==> config.mk <==
export PLATFORM = sky130hd
export DESIGN_NAME = staged_watchdog
export DESIGN_NICKNAME = d
export VERILOG_FILES = /design/src/inc/watchdog_pkg.sv /design/src/core/staged_watchdog.sv
export VERILOG_INCLUDE_DIRS = /design/src /design/src/inc
export SDC_FILE = /design/constraint.sdc
export NUM_CORES = 1
export LEC_CHECK = 0
export BUFFER_PORTS_ARGS = -buffer_cell sky130_fd_sc_hd__buf_2
export CAP_MARGIN = 20
export CORE_ASPECT_RATIO = 1.1
export CORE_MARGIN = 1
export CORE_UTILIZATION = 50
export DETAILED_ROUTE_END_ITERATION = 7
export PLACE_DENSITY = 0.67
export SYNTH_ARGS = -nofsm -noshare
export SYNTH_HDL_FRONTEND = slang
export SYNTH_SLANG_ARGS = --single-unit
==> constraint.sdc <==
create_clock -name clk -period 4.2 [get_ports clk]
set_input_delay 0.63 -clock clk [delete_from_list [all_inputs] [get_ports clk]]
set_output_delay 0.63 -clock clk [all_outputs]
set_load 0.01 [all_outputs]
==> src/inc/watchdog_cfg.svh <==
`ifndef WATCHDOG_CFG_SVH
`define WATCHDOG_CFG_SVH

// ----------------------------------------------------------------
// Clock and time base
// ----------------------------------------------------------------
`define WD_CLK_HZ 25000000
`define WD_MS_NS 1000000
`define WD_CLK_NS 40
`define WD_MS_CYCLES (`WD_MS_NS / `WD_CLK_NS)

// ----------------------------------------------------------------
// Times in milliseconds
// ----------------------------------------------------------------
`define WD_T_1S 1000
`define WD_T_2S 2000
`define WD_T_5S 5000
`define WD_T_10S 10000
`define WD_T_30S 30000
`define WD_T_1M 60000
`define WD_T_2M 120000
`define WD_T_5M 300000
`define WD_T_10M 600000
`define WD_T_30M 1800000

// ----------------------------------------------------------------
// Reset values of the configuration ports
// ----------------------------------------------------------------
`define WD_BOOT_TO_RESET 3'h0
`define WD_HOLD_RESET 1'b1
`define WD_ACPI_KIND_RESET 1'b0

`endif

==> src/inc/watchdog_pkg.sv <==
package watchdog_pkg;
   // Boot-phase timeout select
   typedef enum logic [2:0] {
      BOOT_OFF, BOOT_30S, BOOT_1M, BOOT_2M, BOOT_5M, BOOT_10M, BOOT_30M
   } boot_to_t;
   // Runtime operating mode
   typedef enum logic [1:0] {
      MODE_OFF, MODE_ONE_TRIGGER, MODE_SINGLE, MODE_REPEAT
   } run_mode_t;
   // Start delay select
   typedef enum logic [2:0] {
      DLY_NONE, DLY_10S, DLY_30S, DLY_1M, DLY_2M, DLY_5M, DLY_10M, DLY_30M
   } delay_t;
   // Stage action; no NMI choice exists
   typedef enum logic [1:0] {
      ACT_OFF, ACT_ACPI, ACT_RESET, ACT_POWER
   } action_t;
   // Stage timeout select, 1 s .. 30 min
   typedef enum logic [3:0] {
      TO_1S, TO_2S, TO_5S, TO_10S, TO_30S,
      TO_1M, TO_2M, TO_5M, TO_10M, TO_30M
   } stage_to_t;
   // Runtime sequencer states
   typedef enum logic [1:0] {
      RUN_IDLE, RUN_DELAY, RUN_STAGE, RUN_DONE
   } run_state_t;
endpackage

==> src/core/staged_watchdog.sv <==
`include "watchdog_cfg.svh"
module staged_watchdog
   import watchdog_pkg::*;
#(
   parameter int MS_CYCLES = `WD_MS_CYCLES
) (
   input wire logic clk,
   input wire logic rst_b,
   input wire logic post_running,
   input wire logic user_wait,
   input wire boot_to_t boot_timeout,
   input wire logic hold_on_user,
   input wire run_mode_t run_mode,
   input wire delay_t start_delay,
   input wire action_t action_1,
   input wire action_t action_2,
   input wire action_t action_3,
   input wire stage_to_t timeout_1,
   input wire stage_to_t timeout_2,
   input wire stage_to_t timeout_3,
   input wire logic acpi_restart,
   input wire logic os_start,
   input wire logic trigger,
   output logic sys_reset,
   output logic power_button,
   output logic acpi_overtemp,
   output logic acpi_fatal,
   output logic run_active,
   output logic [1:0] run_stage
);
   // ----------------------------------------------------------------
   // Reset release and pin synchronisers
   // ----------------------------------------------------------------
   logic rst_meta, rst_sync;
   logic [2:0] pin_meta, pin_sync;
   logic post_s, user_s, trig_s, trig_prev;

   // Release reset through two flops, assert at once
   always_ff @(posedge clk or negedge rst_b) begin
      if (!rst_b) begin
         rst_meta <= 1'b0;
         rst_sync <= 1'b0;
      end else begin
         rst_meta <= 1'b1;
         rst_sync <= rst_meta;
      end
   end
   // Post, user-wait and trigger pins pass two flops before use; os_start and the settings are used directly
   always_ff @(posedge clk or negedge rst_sync) begin
      if (!rst_sync) begin
         pin_meta <= 3'h0;
         pin_sync <= 3'h0;
         trig_prev <= 1'b0;
      end else begin
         pin_meta <= {trigger, user_wait, post_running};
         pin_sync <= pin_meta;
         trig_prev <= pin_sync[2];
      end
   end
   assign post_s = pin_sync[0];
   assign user_s = pin_sync[1];
   assign trig_s = pin_sync[2] & ~trig_prev;
   // ----------------------------------------------------------------
   // Millisecond tick divider
   // ----------------------------------------------------------------
   logic [31:0] div_cnt, next_div_cnt;
   logic ms_tick, next_ms_tick;
   // One enable pulse per millisecond
   always_comb begin
      next_ms_tick = 1'b0;
      next_div_cnt = div_cnt + 32'h1;
      if (div_cnt >= 32'(MS_CYCLES - 1)) begin
         next_div_cnt = 32'h0;
         next_ms_tick = 1'b1;
      end
   end

   always_ff @(posedge clk or negedge rst_sync) begin
      if (!rst_sync) begin
         div_cnt <= 32'h0;
         ms_tick <= 1'b0;
      end else begin
         div_cnt <= next_div_cnt;
         ms_tick <= next_ms_tick;
      end
   end

   // ----------------------------------------------------------------
   // Timeout tables in milliseconds
   // ----------------------------------------------------------------
   function automatic logic [31:0] stage_ms(input stage_to_t sel);
      unique case (sel)
         TO_1S: stage_ms = 32'(`WD_T_1S);
         TO_2S: stage_ms = 32'(`WD_T_2S);
         TO_5S: stage_ms = 32'(`WD_T_5S);
         TO_10S: stage_ms = 32'(`WD_T_10S);
         TO_30S: stage_ms = 32'(`WD_T_30S);
         TO_1M: stage_ms = 32'(`WD_T_1M);
         TO_2M: stage_ms = 32'(`WD_T_2M);
         TO_5M: stage_ms = 32'(`WD_T_5M);
         TO_10M: stage_ms = 32'(`WD_T_10M);
         default: stage_ms = 32'(`WD_T_30M);
      endcase
   endfunction
   function automatic logic [31:0] delay_ms(input delay_t sel);
      unique case (sel)
         DLY_NONE: delay_ms = 32'h0;
         DLY_10S: delay_ms = 32'(`WD_T_10S);
         DLY_30S: delay_ms = 32'(`WD_T_30S);
         DLY_1M: delay_ms = 32'(`WD_T_1M);
         DLY_2M: delay_ms = 32'(`WD_T_2M);
         DLY_5M: delay_ms = 32'(`WD_T_5M);
         DLY_10M: delay_ms = 32'(`WD_T_10M);
         DLY_30M: delay_ms = 32'(`WD_T_30M);
      endcase
   endfunction
   function automatic logic [31:0] boot_ms(input boot_to_t sel);
      unique case (sel)
         BOOT_30S: boot_ms = 32'(`WD_T_30S);
         BOOT_1M: boot_ms = 32'(`WD_T_1M);
         BOOT_2M: boot_ms = 32'(`WD_T_2M);
         BOOT_5M: boot_ms = 32'(`WD_T_5M);
         BOOT_10M: boot_ms = 32'(`WD_T_10M);
         BOOT_30M: boot_ms = 32'(`WD_T_30M);
         default: boot_ms = 32'h0;
      endcase
   endfunction
   // ----------------------------------------------------------------
   // Boot-phase watchdog
   // ----------------------------------------------------------------
   logic [31:0] boot_cnt, next_boot_cnt;
   logic boot_fire;
   // Counts during self test, frozen while the user is asked
   always_comb begin
      next_boot_cnt = boot_cnt;
      boot_fire = 1'b0;
      if (!post_s || boot_timeout == BOOT_OFF) begin
         next_boot_cnt = 32'h0;
      end else if (hold_on_user && user_s) begin
         next_boot_cnt = boot_cnt;
      end else if (ms_tick) begin
         next_boot_cnt = boot_cnt + 32'h1;
         if (boot_cnt + 32'h1 >= boot_ms(boot_timeout)) begin
            boot_fire = 1'b1;
            next_boot_cnt = 32'h0;
         end
      end
   end

   always_ff @(posedge clk or negedge rst_sync) begin
      if (!rst_sync) begin
         boot_cnt <= 32'h0;
      end else begin
         boot_cnt <= next_boot_cnt;
      end
   end

   // ----------------------------------------------------------------
   // Runtime staged watchdog
   // ----------------------------------------------------------------
   run_state_t state, next_state;
   logic [1:0] stage, next_stage;
   logic [31:0] run_cnt, next_run_cnt;
   action_t cur_act, next_fire_act;
   stage_to_t cur_to;
   logic next_fire;
   // Current stage settings; stage 1 is never off
   always_comb begin
      unique case (stage)
         2'h0: begin
            cur_act = (action_1 == ACT_OFF) ? ACT_ACPI : action_1;
            cur_to = timeout_1;
         end
         2'h1: begin
            cur_act = action_2;
            cur_to = timeout_2;
         end
         default: begin
            cur_act = action_3;
            cur_to = timeout_3;
         end
      endcase
   end
   // Sequencer: idle, start delay, stages, done until reset
   always_comb begin
      next_state = state;
      next_stage = stage;
      next_run_cnt = run_cnt;
      next_fire = 1'b0;
      next_fire_act = ACT_OFF;
      unique case (state)
         RUN_IDLE: begin
            if (os_start && run_mode != MODE_OFF) begin
               next_state = RUN_DELAY;
               next_run_cnt = 32'h0;
            end
         end
         RUN_DELAY: begin
            if (run_cnt >= delay_ms(start_delay)) begin
               next_state = RUN_STAGE;
               next_stage = 2'h0;
               next_run_cnt = 32'h0;
            end else if (ms_tick) begin
               next_run_cnt = run_cnt + 32'h1;
            end
         end
         RUN_STAGE: begin
            if (trig_s) begin
               next_stage = 2'h0;
               next_run_cnt = 32'h0;
               if (run_mode == MODE_ONE_TRIGGER) begin
                  next_state = RUN_DONE;
               end
            end else if (ms_tick) begin
               next_run_cnt = run_cnt + 32'h1;
               if (run_cnt + 32'h1 >= stage_ms(cur_to)) begin
                  next_fire = 1'b1;
                  next_fire_act = cur_act;
                  next_run_cnt = 32'h0;
                  // Next enabled stage, else repeat this stage in repeat mode, else sequence end
                  if (stage != 2'h2 &&
                      (stage == 2'h0 ? action_2 : action_3) != ACT_OFF) begin
                     next_stage = stage + 2'h1;
                  end else if (run_mode == MODE_REPEAT) begin
                     next_stage = stage;
                  end else begin
                     next_state = RUN_DONE;
                  end
               end
            end
         end
         RUN_DONE: next_state = RUN_DONE;  // Stays off until system reset
      endcase
   end

   always_ff @(posedge clk or negedge rst_sync) begin
      if (!rst_sync) begin
         state <= RUN_IDLE;
         stage <= 2'h0;
         run_cnt <= 32'h0;
      end else begin
         state <= next_state;
         stage <= next_stage;
         run_cnt <= next_run_cnt;
      end
   end

   // ----------------------------------------------------------------
   // Action outputs, one-cycle pulses from flops
   // ----------------------------------------------------------------
   logic next_reset, next_power, next_otemp, next_fatal;
   // ACPI action maps to overtemp or fatal error; no NMI path
   always_comb begin
      next_reset = boot_fire || (next_fire && next_fire_act == ACT_RESET);
      next_power = next_fire && next_fire_act == ACT_POWER;
      next_otemp = next_fire && next_fire_act == ACT_ACPI
                   && !acpi_restart;
      next_fatal = next_fire && next_fire_act == ACT_ACPI
                   && acpi_restart;
   end

   always_ff @(posedge clk or negedge rst_sync) begin
      if (!rst_sync) begin
         sys_reset <= 1'b0;
         power_button <= 1'b0;
         acpi_overtemp <= 1'b0;
         acpi_fatal <= 1'b0;
         run_active <= 1'b0;
         run_stage <= 2'h0;
      end else begin
         sys_reset <= next_reset;
         power_button <= next_power;
         acpi_overtemp <= next_otemp;
         acpi_fatal <= next_fatal;
         run_active <= (next_state == RUN_STAGE);
         run_stage <= next_stage;
      end
   end

endmodule

==> results_dict.tcl <==
set metrics [dict create \
    via_per_inst 5.86 \
    criticalPathCategory "register to register" \
    fmax_mhz 244 \
    ys.flop_type "dfrtp_1" \
    grt_util_all_layers_pct 25.1 \
    first_global_vias 6564 \
    r2r_start "run_stage[0]" \
    ant_nets 0 \
    cts_num_sinks 115 \
    synth_edf_count 0 \
    antenna_found_initial 0 \
    fin_crit_sh_pct 97.6 \
    status "completed" \
    drv_cap 0 \
    crit_family "compound AO/OA/AOI/OAI gates" \
    holdWs_ps 314 \
    finalWirelength_um 19500 \
    ir_worst_vdd_mv 0.260 \
    slew_headroom_pct 50.2 \
    vias 6629 \
    port_buffers 40 \
    cts_root_buf "clkbuf_16" \
    ys_types 75 \
    drive_gt1_share_pct 16.7 \
    synth_area_per_cell_um2 9.26 \
    synthArstFlopShare_pct 100 \
    cts_tree "done" \
    r2r-end "run_cnt[2]" \
    die_w_um 121 \
    whs_path_depth 1 \
    antenna_cells 0 \
    critPathCaptureType "register" \
    whs_endpoint "pin_meta[2]" \
    worst_slew_pin_slew_ps 745 \
    drt_pass1_iterations 5 \
    postSynthRegisterBits 115 \
    fin_nets 1033 \
    gp_congestion 0.945 \
    ys_seq_area_share_pct 37.2 \
    syn_area_mm2 0.00774 \
    power_density_mw_per_mm2 376 \
    grt_pass1_wl_um 31700 \
    cts.clk_slew.worst_paths_ps 70 \
    finClkSkew_ps 11.2 \
    hold_class "primary input to register" \
    io-pin-count 41 \
    cpMaxStageDelayCell "dfrtp_1" \
    finalHoldViolCount 0 \
    hpwl_um 14100 \
    clock_latency_ps 420 \
    initial_core_util_pct 51.2 \
    cp_max_fo 7 \
    cp_cell_sequence "buf_4 > ha_4 > or2_4 > nor2_2 > nor2_2 > buf_4 > ha_1 > o21ai_1 > a21oi_1 > ha_1 > o21ai_0 > nor2_1 > nor3_2 > o311ai_2 > a311o_1 > buf_4 > a2111oi_4 > buf_4 > buf_6 > o2111ai_1 > nand3_1" \
    start_kind "register" \
    cts_htree_levels 4 \
    core_mm2 0.0151 \
    synth_warnings 0 \
    ff2ff_setup_slack_ps 100 \
    cp.arrival_ps 4450 \
    leakagePower_nw 4.40 \
    synth_cells 836 \
    area_delta_synth_final_pct 18.9 \
    routedWlPerCell_um 17.2 \
    crit_buf_inv 5 \
    rows 47 \
    critPathMaxStageDelay_ps 400 \
    drc 0 \
    grt_max_degree 41 \
    crit_top_cell "buf_4" \
    hold_start "trigger" \
    cp.required_ps 4550 \
    finalSetupViolCount 0 \
    r2r_cells 21 \
    grt_overflow 0 \
    fp.dieH_um 133 \
    cts_made_buffers 17 \
    cts_max_path_buffers 2 \
    min_period_ps 4100 \
    drv_slew 0 \
    drt_iter0_drc 418 \
    fin_util_pct 60.9 \
    tns_ps 0 \
    dieArea_mm2 0.0160 \
]
[worst max-delay path by stage]
stage,slack (ps),cells after the start,endpoint,from
after floorplan,6,17,acpi_overtemp,run_stage[0]
after global placement,-4,17,acpi_overtemp,run_stage[1]
after detailed placement,-270,17,acpi_overtemp,run_stage[1]
after CTS,-2,18,run_cnt[11],run_stage[1]
after global routing,-70,22,run_cnt[2],run_stage[0]
final,100,21,run_cnt[2],run_stage[0]
[report_power, final]
part	total, mW	internal, mW	leakage [nW]	switching, mW
logic	0.777	0.266	2.56	0.510
registers	1.18	1.14	1.53	0.0382
clock network	1.50	0.913	0.299	0.589
[cell type report]
type	count	area, um2
Clock buffer	19	443
Clock inverter	13	164
Fill cell	1273	5910
Inverter	30	113
Multi-Input combinational cell	677	4820
Sequential cell	115	2880
Tap cell	196	245
Timing Repair Buffer	82	536
[stage by stage]
stage               total power [mW]  area (um2)  worst slack, ps  instances
finish                          3.46        9210              101       1132
global route                    3.61        9210            -69.9       1132
CTS                             3.44        9030            -1.95       1123
detailed placement              1.93        8360             -269       1089
global placement                1.91        8360            -4.12       1089
floorplan                       1.68        7800             6.42        852
[cells in the mapped netlist, types with 3 or more instances]
| cell type | instances | area share, % |
|---|---|---|
| a211o_1 | 4 | 0.45 |
| a211oi_1 | 6 | 0.58 |
| a21o_1 | 11 | 1.1 |
| a21oi_1 | 37 | 2.4 |
| a311oi_1 | 3 | 0.34 |
| a31oi_1 | 7 | 0.57 |
| a32o_1 | 17 | 2.2 |
| and2_1 | 27 | 2.2 |
| and3_1 | 16 | 1.3 |
| and4_1 | 11 | 1.2 |
| buf_2 | 7 | 0.45 |
| clkbuf_1 | 20 | 0.97 |
| dfrtp_1 | 115 | 37 |
| ha_1 | 76 | 12 |
| inv_1 | 30 | 1.5 |
| mux2i_1 | 9 | 1.2 |
| nand2_1 | 96 | 4.7 |
| nand2b_1 | 11 | 0.89 |
| nand3_1 | 34 | 2.2 |
| nand4_1 | 20 | 1.6 |
| nor2_1 | 56 | 2.7 |
| nor2b_1 | 12 | 0.97 |
| nor3_1 | 14 | 0.91 |
| nor3b_1 | 6 | 0.58 |
| nor4_1 | 12 | 0.97 |
| o211ai_1 | 15 | 1.5 |
| o21a_1 | 8 | 0.78 |
| o21ai_0 | 27 | 1.7 |
| o21ai_1 | 5 | 0.32 |
| o221ai_1 | 3 | 0.34 |
| o22ai_1 | 6 | 0.48 |
| o2bb2ai_1 | 5 | 0.57 |
| or2_2 | 5 | 0.40 |
| or3_1 | 4 | 0.32 |
| xnor2_1 | 31 | 3.5 |
| xor2_1 | 21 | 2.4 |
[worst reg2reg max path, cell delays in order (launching register included)]
cell and delay, ps:
dfrtp_1 400, buf_4 150, ha_4 180, or2_4 270, nor2_2 130, nor2_2 80
buf_4 140, ha_1 190, o21ai_1 170, a21oi_1 100, ha_1 300, o21ai_0 90
nor2_1 70, nor3_2 240, o311ai_2 140, a311o_1 320, buf_4 160, a2111oi_4 320
buf_4 190, buf_6 130, o2111ai_1 140, nand3_1 110
[logic make-up (layout without fill, tap and decap cells)]
logic type | after synthesis | in the layout | synth area share, %
simple gates | 342 | 342 | 23.5
fa+ha+maj | 76 | 76 | 12.3
other cells | 2 | 18 | 0.0970
compound gates | 179 | 179 | 16.6
xor+xnor | 52 | 52 | 5.88
mux | 10 | 10 | 1.31
flops | 115 | 115 | 37.2
buf+inv | 60 | 144 | 3.17
[metal layers]
| metal | track usage, % | up-vias | wire length, um |
|---|---|---|---|
| met2 | 43.3 | 176 | 9890 |
| met4 | 9.05 | 0 | 414 |
| met5 | 0 | - | 0 |
| met1 | 31.3 | 3215 | 8340 |
| li1 | - | 3199 | - |
| met3 | 4.70 | 39 | 834 |
[timing repair]
| item | 4_1_cts | 5_1_grt |
|---|---|---|
| setup buffers | 1 | 7 |
| gates cloned | 0 | 2 |
| resized for setup | 12 | 32 |
| hold buffers | 1 | 0 |
| pin swaps | 1 | 6 |
| endpoints found under the setup margin | 31 | 34 |
| endpoints found under the hold margin | 2 | 0 |
[sequential cells by signal, summed over array words and instances, names as in the netlist, 2 cells and up]
name / flops
run_cnt: 32
pin_meta: 3
div_cnt: 32
boot_cnt: 32
pin_sync: 3
run_stage: 2
state: 2
[cells in the final DEF (no fill, tap or decap), drive strengths merged, types with 6 or more instances in the layout]
master	netlist	final
a211oi	7	7
a21o	11	11
a21oi	37	37
a31oi	7	7
a32o	17	17
and2	28	28
and3	16	16
and4	11	11
buf	10	81
clkbuf	20	19
conb	2	18
dfrtp	115	115
ha	76	76
inv	30	38
mux2i	9	9
nand2	97	97
nand2b	11	11
nand3	34	34
nand4	21	21
nor2	56	56
nor2b	12	12
nor3	15	15
nor3b	6	6
nor4	14	14
o211ai	15	15
o21a	8	8
o21ai	32	32
o22ai	7	7
xnor2	31	31
xor2	21	21
Note: power is estimated with default switching activity, not from simulation.
